File: src/hfc_pkg.sv
/*
 * package for the host interface completion state machine: states, flag bundle,
 * response buffer sizes and the idle read value.
 * assumes a single clock domain and byte-wide data window accesses.
 */
package hfc_pkg;
	localparam int HFC_DATA_W = 8;
	localparam int HFC_RSP_DEPTH = 16;
	localparam int HFC_PTR_W = 5;
	localparam int HFC_FIFO_DEPTH = 4;
	localparam logic [7:0] HFC_IDLE_READ = 8'hff;
	localparam logic [4:0] HFC_PTR_RESET = 5'h00;

	typedef enum logic [1:0] {
		HFC_IDLE,
		HFC_EXECUTION,
		HFC_COMPLETION
	} hfc_state_t;

	// status request bits, one set per write
	typedef struct packed {
		logic accept_command;
		logic execute_request_bit;
		logic response_retry;
	} hfc_request_t;

	typedef struct packed {
		logic command_ready;
		logic response_available_flag;
		logic expect_data;
	} hfc_flags_t;
endpackage

File: src/hfc_fifo.sv
/*
 * small valid/ready fifo for read data from the data window.
 * assumes one clock, synchronous active high reset.
 */
`timescale 1ns/1ns
module hfc_fifo #(
	parameter int WIDTH = 8,
	parameter int DEPTH = 4
) (
	// clock and reset
	input wire logic clk_in,
	input wire logic rst_in,
	// fill side
	input wire logic in_valid_in,
	input wire logic [WIDTH-1:0] in_data_in,
	output logic in_ready_out,
	// drain side
	output logic out_valid_out,
	output logic [WIDTH-1:0] out_data_out,
	input wire logic out_ready_in
);
	localparam int AW = $clog2(DEPTH);
	logic [WIDTH-1:0] mem [DEPTH];
	logic [AW-1:0] wr_ptr;
	logic [AW-1:0] rd_ptr;
	logic [AW:0] count;
	wire push = in_valid_in && (count != (AW+1)'(DEPTH));
	wire pop = out_ready_in && (count != '0);

	assign in_ready_out = (count != (AW+1)'(DEPTH));
	assign out_valid_out = (count != '0);
	assign out_data_out = mem[rd_ptr];

	always_ff @(posedge clk_in)
	begin
		if (push)
			mem[wr_ptr] <= in_data_in;
	end

	always_ff @(posedge clk_in)
	begin
		if (rst_in)
		begin
			wr_ptr <= '0;
			rd_ptr <= '0;
			count <= '0;
		end
		else
		begin
			if (push)
				wr_ptr <= (wr_ptr == AW'(DEPTH-1)) ? '0 : wr_ptr + 1'b1;
			if (pop)
				rd_ptr <= (rd_ptr == AW'(DEPTH-1)) ? '0 : rd_ptr + 1'b1;
			count <= count + (AW+1)'(push) - (AW+1)'(pop);
		end
	end
endmodule // hfc_fifo

File: src/hfc_completion.sv
/*
 * completion phase of the host interface status state machine: response
 * draining through the data window, retry, execute ignore and accept to idle.
 * assumes host accesses are single-cycle strobes on clk_in and that the
 * execution engine loads the response buffer before pulsing exec_done_in.
 */
`timescale 1ns/1ns
// Functional notes
// - in completion with data available, each non-final read taken while the fifo has room returns next byte
// - reading final byte clears response available, stays in completion
// - retry after drain rewinds read pointer and sets response available again
// - execute request in completion with no data left is ignored
// - accept command with no data left goes idle, all flags zero
// - drained completion discards data writes and reads return ff
// - execution finishing enters completion with response available set
module hfc_completion
	import hfc_pkg::*;
(
	// clock and reset
	input wire logic clk_in,
	input wire logic rst_in,
	// execution engine side
	input wire logic exec_start_in,
	input wire logic exec_done_in,
	input wire logic [HFC_PTR_W-1:0] rsp_len_in,
	input wire logic rsp_wr_in,
	input wire logic [HFC_PTR_W-2:0] rsp_wr_addr_in,
	input wire logic [HFC_DATA_W-1:0] rsp_wr_data_in,
	// status register writes
	input wire logic sts_wr_in,
	input wire hfc_request_t sts_req_in,
	// data window accesses
	input wire logic data_wr_in,
	input wire logic data_rd_in,
	// read data stream
	output logic rd_valid_out,
	output logic [HFC_DATA_W-1:0] rd_data_out,
	input wire logic rd_ready_in,
	output logic rd_ready_out,
	// status view
	output hfc_state_t state_out,
	output hfc_flags_t flags_out
);
	logic [HFC_DATA_W-1:0] rsp_mem [HFC_RSP_DEPTH];
	hfc_state_t state;
	hfc_state_t next_state;
	logic avail;
	logic next_avail;
	logic [HFC_PTR_W-1:0] response_read_pointer;
	logic [HFC_PTR_W-1:0] next_ptr;
	logic [HFC_PTR_W-1:0] rsp_len;
	logic fifo_ready;
	logic fifo_valid;
	logic [HFC_DATA_W-1:0] fifo_data;

	// several request bits at once are undefined; such a write counts as no request
	function automatic logic single_req(input logic wr, input hfc_request_t req,
		input logic sel);
		return wr && $onehot(req) && sel;
	endfunction

	// request decode
	wire req_retry = single_req(sts_wr_in, sts_req_in, sts_req_in.response_retry);
	wire req_accept = single_req(sts_wr_in, sts_req_in, sts_req_in.accept_command);
	wire req_exec = single_req(sts_wr_in, sts_req_in, sts_req_in.execute_request_bit);

	// a read is only taken while the fifo can hold its answer
	wire rd_take = data_rd_in && fifo_ready;
	wire in_compl = (state == HFC_COMPLETION);
	wire drain_rd = rd_take && in_compl && avail;
	wire [HFC_PTR_W-1:0] ptr_inc = response_read_pointer + 1'b1;
	wire last_rd = drain_rd && (ptr_inc >= rsp_len);
	wire [HFC_PTR_W-2:0] rd_index = response_read_pointer[HFC_PTR_W-2:0];
	wire [HFC_DATA_W-1:0] rd_byte = drain_rd ? rsp_mem[rd_index] : HFC_IDLE_READ;
	// execute requests and data writes change nothing once drained
	wire hold_req = in_compl && !avail && (req_exec || data_wr_in);

	// completion phase transitions
	always_comb
	begin
		next_state = state;
		next_avail = avail;
		next_ptr = response_read_pointer;
		unique case (state)
			HFC_IDLE:
			begin
				if (exec_start_in)
					next_state = HFC_EXECUTION;
			end
			HFC_EXECUTION:
			begin
				if (exec_done_in)
				begin
					next_state = HFC_COMPLETION;
					next_avail = 1'b1;
					next_ptr = HFC_PTR_RESET;
				end
			end
			HFC_COMPLETION:
			begin
				if (drain_rd)
					next_ptr = ptr_inc;
				if (last_rd)
					next_avail = 1'b0;
				if (hold_req)
					next_state = HFC_COMPLETION;
				// retry and accept only count once the response is drained
				if (!avail && req_retry)
				begin
					next_ptr = HFC_PTR_RESET;
					next_avail = 1'b1;
				end
				else if (!avail && req_accept)
				begin
					next_state = HFC_IDLE;
					next_avail = 1'b0;
				end
			end
			default:
			begin
				next_state = HFC_IDLE;
				next_avail = 1'b0;
			end
		endcase
	end

	// the engine fills the response buffer while executing
	always_ff @(posedge clk_in)
	begin
		if (rsp_wr_in)
			rsp_mem[rsp_wr_addr_in] <= rsp_wr_data_in;
	end

	// state, flag and read pointer
	always_ff @(posedge clk_in)
	begin
		if (rst_in)
		begin
			state <= HFC_IDLE;
			avail <= 1'b0;
			response_read_pointer <= HFC_PTR_RESET;
		end
		else
		begin
			state <= next_state;
			avail <= next_avail;
			response_read_pointer <= next_ptr;
		end
	end

	// response length is latched as execution ends
	always_ff @(posedge clk_in)
	begin
		if (rst_in)
			rsp_len <= HFC_PTR_RESET;
		else if (exec_done_in && state == HFC_EXECUTION)
			rsp_len <= rsp_len_in;
	end

	// the output stage loads from the fifo when it is empty or its byte is consumed;
	// the same condition pops the fifo so that each byte leaves once
	wire out_load = fifo_valid && (!rd_valid_out || rd_ready_in);

	// read answers queue here so the host may read every cycle
	hfc_fifo #(
		.WIDTH(HFC_DATA_W),
		.DEPTH(HFC_FIFO_DEPTH)
	) u_fifo (
		.clk_in(clk_in),
		.rst_in(rst_in),
		.in_valid_in(rd_take),
		.in_data_in(rd_byte),
		.in_ready_out(fifo_ready),
		.out_valid_out(fifo_valid),
		.out_data_out(fifo_data),
		.out_ready_in(out_load)
	);

	// read byte stands until the consumer takes it
	always_ff @(posedge clk_in)
	begin
		if (rst_in)
			rd_valid_out <= 1'b0;
		else if (out_load)
			rd_valid_out <= 1'b1;
		else if (rd_ready_in)
			rd_valid_out <= 1'b0;
	end

	always_ff @(posedge clk_in)
	begin
		if (rst_in)
			rd_data_out <= '0;
		else if (out_load)
			rd_data_out <= fifo_data;
	end

	// fifo room, one cycle late; reads beyond it are dropped
	always_ff @(posedge clk_in)
	begin
		if (rst_in)
			rd_ready_out <= 1'b0;
		else
			rd_ready_out <= fifo_ready;
	end

	// status view shows the state and flag after each edge
	always_ff @(posedge clk_in)
	begin
		if (rst_in)
		begin
			state_out <= HFC_IDLE;
			flags_out <= '0;
		end
		else
		begin
			state_out <= next_state;
			flags_out <= '{command_ready: 1'b0, response_available_flag: next_avail,
				expect_data: 1'b0};
		end
	end
endmodule // hfc_completion

File: config.mk
export PLATFORM = sky130hd
export DESIGN_NAME = hfc_completion
export DESIGN_NICKNAME = d
export VERILOG_FILES = /design/src/hfc_pkg.sv /design/src/hfc_fifo.sv /design/src/hfc_completion.sv
export SDC_FILE = /design/constraint.sdc
export NUM_CORES = 1
export LEC_CHECK = 0
export ABC_AREA = 0
export BUFFER_PORTS_ARGS = -buffer_cell sky130_fd_sc_hd__buf_2
export CORE_MARGIN = 2
export CORE_UTILIZATION = 42
export CTS_CLUSTER_SIZE = 25
export DETAILED_ROUTE_END_ITERATION = 8
export MAX_ROUTING_LAYER = met4
export PLACE_DENSITY = 0.56
export SLEW_MARGIN = 20
export SYNTH_ARGS = -nofsm -noshare
export SYNTH_HDL_FRONTEND = slang
export SYNTH_SLANG_ARGS = --single-unit
File: constraint.sdc
create_clock -name clk_in -period 2.93 [get_ports clk_in]
set_clock_uncertainty 0.1 [all_clocks]
set_input_delay 0.1465 -clock clk_in [delete_from_list [all_inputs] [get_ports clk_in]]
set_output_delay 0.1465 -clock clk_in [all_outputs]
set_load 0.03 [all_outputs]
==> metrics.md <==
| Metric | Value |
|---|---|
| Run status | complete, no violations |
| Critical path depth | 11 |
| Clock tree from TritonCTS | yes |
| Clock Tree Root | clkbuf_16 |
| Reg2reg start | u_fifo.count[2]$_SDFF_PP0_ |
| Initial Utilization | 42.4% |
| Max Fclk | 0.430 GHz |
| Max stage delay on crit path | 0.37 ns |
| Total CTS buffers | 17 |
| Vias after detailed routing | 3998 |
| Final hold viol count | 0 |
| Clk buf depth | 2 |
| End point of the critical path | u_fifo.count[2]$_SDFF_PP0_ |
| CP arrival | 2.52 ns |
| Multi-input gate area | 0.00220 sq mm |
| Final setup violation count | 0 |
| Final instance area | 0.00904 sq mm |
| Setup CP Type | reg2reg |
| Total negative slack | 0 ns |
| Fin crit period | 2.33 ns |
| Post-synth ARST share | 0% |
| Number of resized instances in the post-cts repair step | 0 |
| Synth Area per Inst | 17.0 sq um |
| Pre-CTS setup slack | approximately 0.58 ns |
| Share of the clock period used by the worst path | 79.4% |
| Initial antenna violation count | 0 |
| Leakage | 2.96 nW |
| Final WL | 14.7 mm |
| Largest net degree at the start of global routing | 33 |
| Buffers on Ports | 41 |
| Worst EP required | between 3 and 4 ns |
| Worst R2R Path Depth | 11 |
| First-pass GRT wire length | 23.9 mm |
| Post-synthesis sequential area ratio | 69.6% |
| I/O Pins | 44 |
| Setup ws final | around 0.60 ns |
| Total power | about 0.0065 W |
| CTS Sinks | 194 |
| VDD IR max | about 400 uV |
| Synth-to-Final Area Change | 14.7% |
| R2R Path End | u_fifo.count[2]$_SDFF_PP0_ |
| Grt ovf | 0 |
| RSZ-0062 raised after global routing | false |
| Delay-heaviest family, CP | adder cells |
| Core area | 0.0186 sq mm |
| Util after Layout | 48.6% |
| Post-CTS Setup Inserts | 0 |
| Max_slew headroom | 40.6% |
| Die Footprint | roughly 0.02 sq mm |
| Cts hold-fix bufs | 12 |
| Via density | 5.17 |
| R2R Setup Slk | 0.60 ns |
| Startpoint Class | flip-flop |
| Placed cell area | 0.00836 sq mm |
| Setup crit end kind | flip-flop |
| Rows | 50 |
| Worst slew pin tran | between 0.8 and 0.9 ns |
| #FFs+latches synth | 194 |
| Top_reg_cell synth | edfxtp_1 |
| CTS clk-pin slew, worst paths | 0.07 ns |
| Cells after synthesis | 464 |
| Cell Pwr Density | between 700 and 800 mW/mm^2 |
| WL/cell | 19.0 um |
| Buf/Inv on CP | 3 |
| Unique cell type count in the Yosys netlist | 45 |
| Overall Global Routing Usage | 16.6% |
| Post-layout net count | 575 |
| Layout cell share with drive strength beyond 1 | around 24% |
| Post-route ant nets | 0 |
| CP max FO | 3 |
| Vias in the first global route | 4307 |
| YS warnings | 0 |
| MaxCap Viol Count | 0 |
| Die height | 141 um |
| DRC | 0 |
| Initial DRC Count | around 330 |
| Fin. max-slew vios | 0 |
| Critical-path cell list | nor3_1 -> a21o_1 -> clkinv_1 -> ha_1 -> inv_1 -> ha_1 -> inv_1 -> fa_1 -> xor2_1 -> xnor2_1 -> nor2_1 |
| Worst skew pair latency | 0.43 ns |
| Placer Congestion | about 0.77 |
| Slowest cell on the critical path | fa_1 |
| Post-synthesis cell area | 0.00788 sq mm |
| Reg area | ~0.0055 sq mm |
| HPWL after DPL | 9.61 mm |
| Post-synth EDFFs | 160 |
| Class of the worst hold path | in2reg |
| Router iterations before antenna repair | 4 |
| Crit. Startpoint | u_fifo.count[2]$_SDFF_PP0_ |
| Ant. Diodes | 0 |
| Die X | 141 um |
| Fillers | 1554 |
| H-tree levels | 4 |
[area by class of cell]
cell class / count / share of cell area (%)
flip-flops and latches: 194 / 60.7
multi-input cells: 231 / 24.4
clock buffers: 18 / 4.75
repair buffers: 65 / 4.74
well taps: 234 / 3.24
clock inverters: 13 / 1.40
inverters: 19 / 0.789
[report_power, final]
part	internal (W)	switching [W]	total, W
sequential	0.00315	0.000134	0.00329
clock	0.00118	0.00102	0.00220
combinational	0.000422	0.000584	0.00101
total	0.00476	0.00174	0.00650
[logic make-up after synthesis]
family                     after synthesis  share of synthesized area, %
AOI/OAI and AO/OA                       45                          3.69
other                                    1                        0.0476
adders and majority gates               18                          3.05
muxes                                   61                          14.1
and+or+nand+nor                        100                          6.47
buffers and inverters                   40                          2.45
xor gates and xnor gates                 5                         0.556
DFF                                    194                          69.6
[layout by cell type (no fill, tap or decap), types with 3 or more instances in the layout]
| cell type | netlist | routed |
|---|---|---|
| nand3_1 | 10 | 10 |
| a22oi_1 | 8 | 8 |
| nand2_1 | 30 | 30 |
| a21oi_1 | 22 | 22 |
| and2_1 | 4 | 4 |
| nor2_1 | 24 | 24 |
| clkinvlp_4 | 0 | 4 |
| dlygate4sd3_1 | 0 | 12 |
| xnor2_1 | 3 | 3 |
| buf_2 | 6 | 41 |
| nor3_1 | 9 | 9 |
| o21ai_0 | 5 | 5 |
| ha_1 | 16 | 16 |
| inv_6 | 0 | 3 |
| clkbuf_16 | 0 | 17 |
| edfxtp_1 | 160 | 160 |
| mux4_2 | 40 | 40 |
| dfxtp_1 | 34 | 33 |
| buf_4 | 3 | 11 |
| nor2b_1 | 6 | 6 |
| inv_1 | 18 | 18 |
| mux2i_1 | 21 | 21 |
| nand2b_1 | 5 | 5 |
[cell usage after synthesis (6+ instances only)]
library cell	n	share of area [%]
mux4_2	40	11
dfxtp_1	34	8.6
nor3_1	9	0.57
a22oi_1	8	0.76
clkbuf_1	7	0.33
nor2_1	24	1.1
edfxtp_1	160	61
nand2_1	30	1.4
inv_1	18	0.86
nand3_1	10	0.64
nor2b_1	6	0.48
mux2i_1	21	2.7
ha_1	16	2.5
a21oi_1	22	1.4
buf_2	6	0.38
[worst min path at each step]
stage	start	end	slack, ns	depth (start not counted)
final	rsp_wr_data_in[1]	rsp_mem[1][1]$_DFFE_PP_	0.02	1
after global routing	rsp_wr_data_in[2]	rsp_mem[11][2]$_DFFE_PP_	0.02	1
after CTS	rsp_wr_data_in[2]	rsp_mem[0][2]$_DFFE_PP_	0.009	1
after detailed placement	rsp_len_in[3]	rsp_len[3]$_SDFFE_PP0P_	0.32	3
after global placement	rsp_len_in[2]	rsp_len[2]$_SDFFE_PP0P_	0.31	3
after floorplan	rsp_wr_data_in[0]	rsp_mem[0][0]$_DFFE_PP_	0.15	0
[registers in the layout, indices dropped and copies added, names as in the netlist, named ones only]
signal,flops
rd_valid_out,1
state_out,2
u_fifo.wr_ptr,2
u_fifo.rd_ptr,2
rd_data_out,8
u_fifo.count,3
rsp_mem,128
flags_out,1
rd_ready_out,1
rsp_len,5
u_fifo.mem,32
response_read_pointer,5
[through the flow]
stage | cells | hold slack (ns)
finish | 774 | 0.0169
global route | 774 | 0.0173
CTS | 774 | 0.00939
detailed placement | 731 | 0.316
global placement | 731 | 0.310
floorplan | 465 | 0.145
[layer usage]
layer | share of wire (%) | GRT usage (%)
met1 | 47 | 21.6
met2 | 48 | 26.8
met3 | 4.2 | 3.77
met4 | 0.81 | 4.11
met5 | 0 | -
Power figures use the tool's default switching activity.
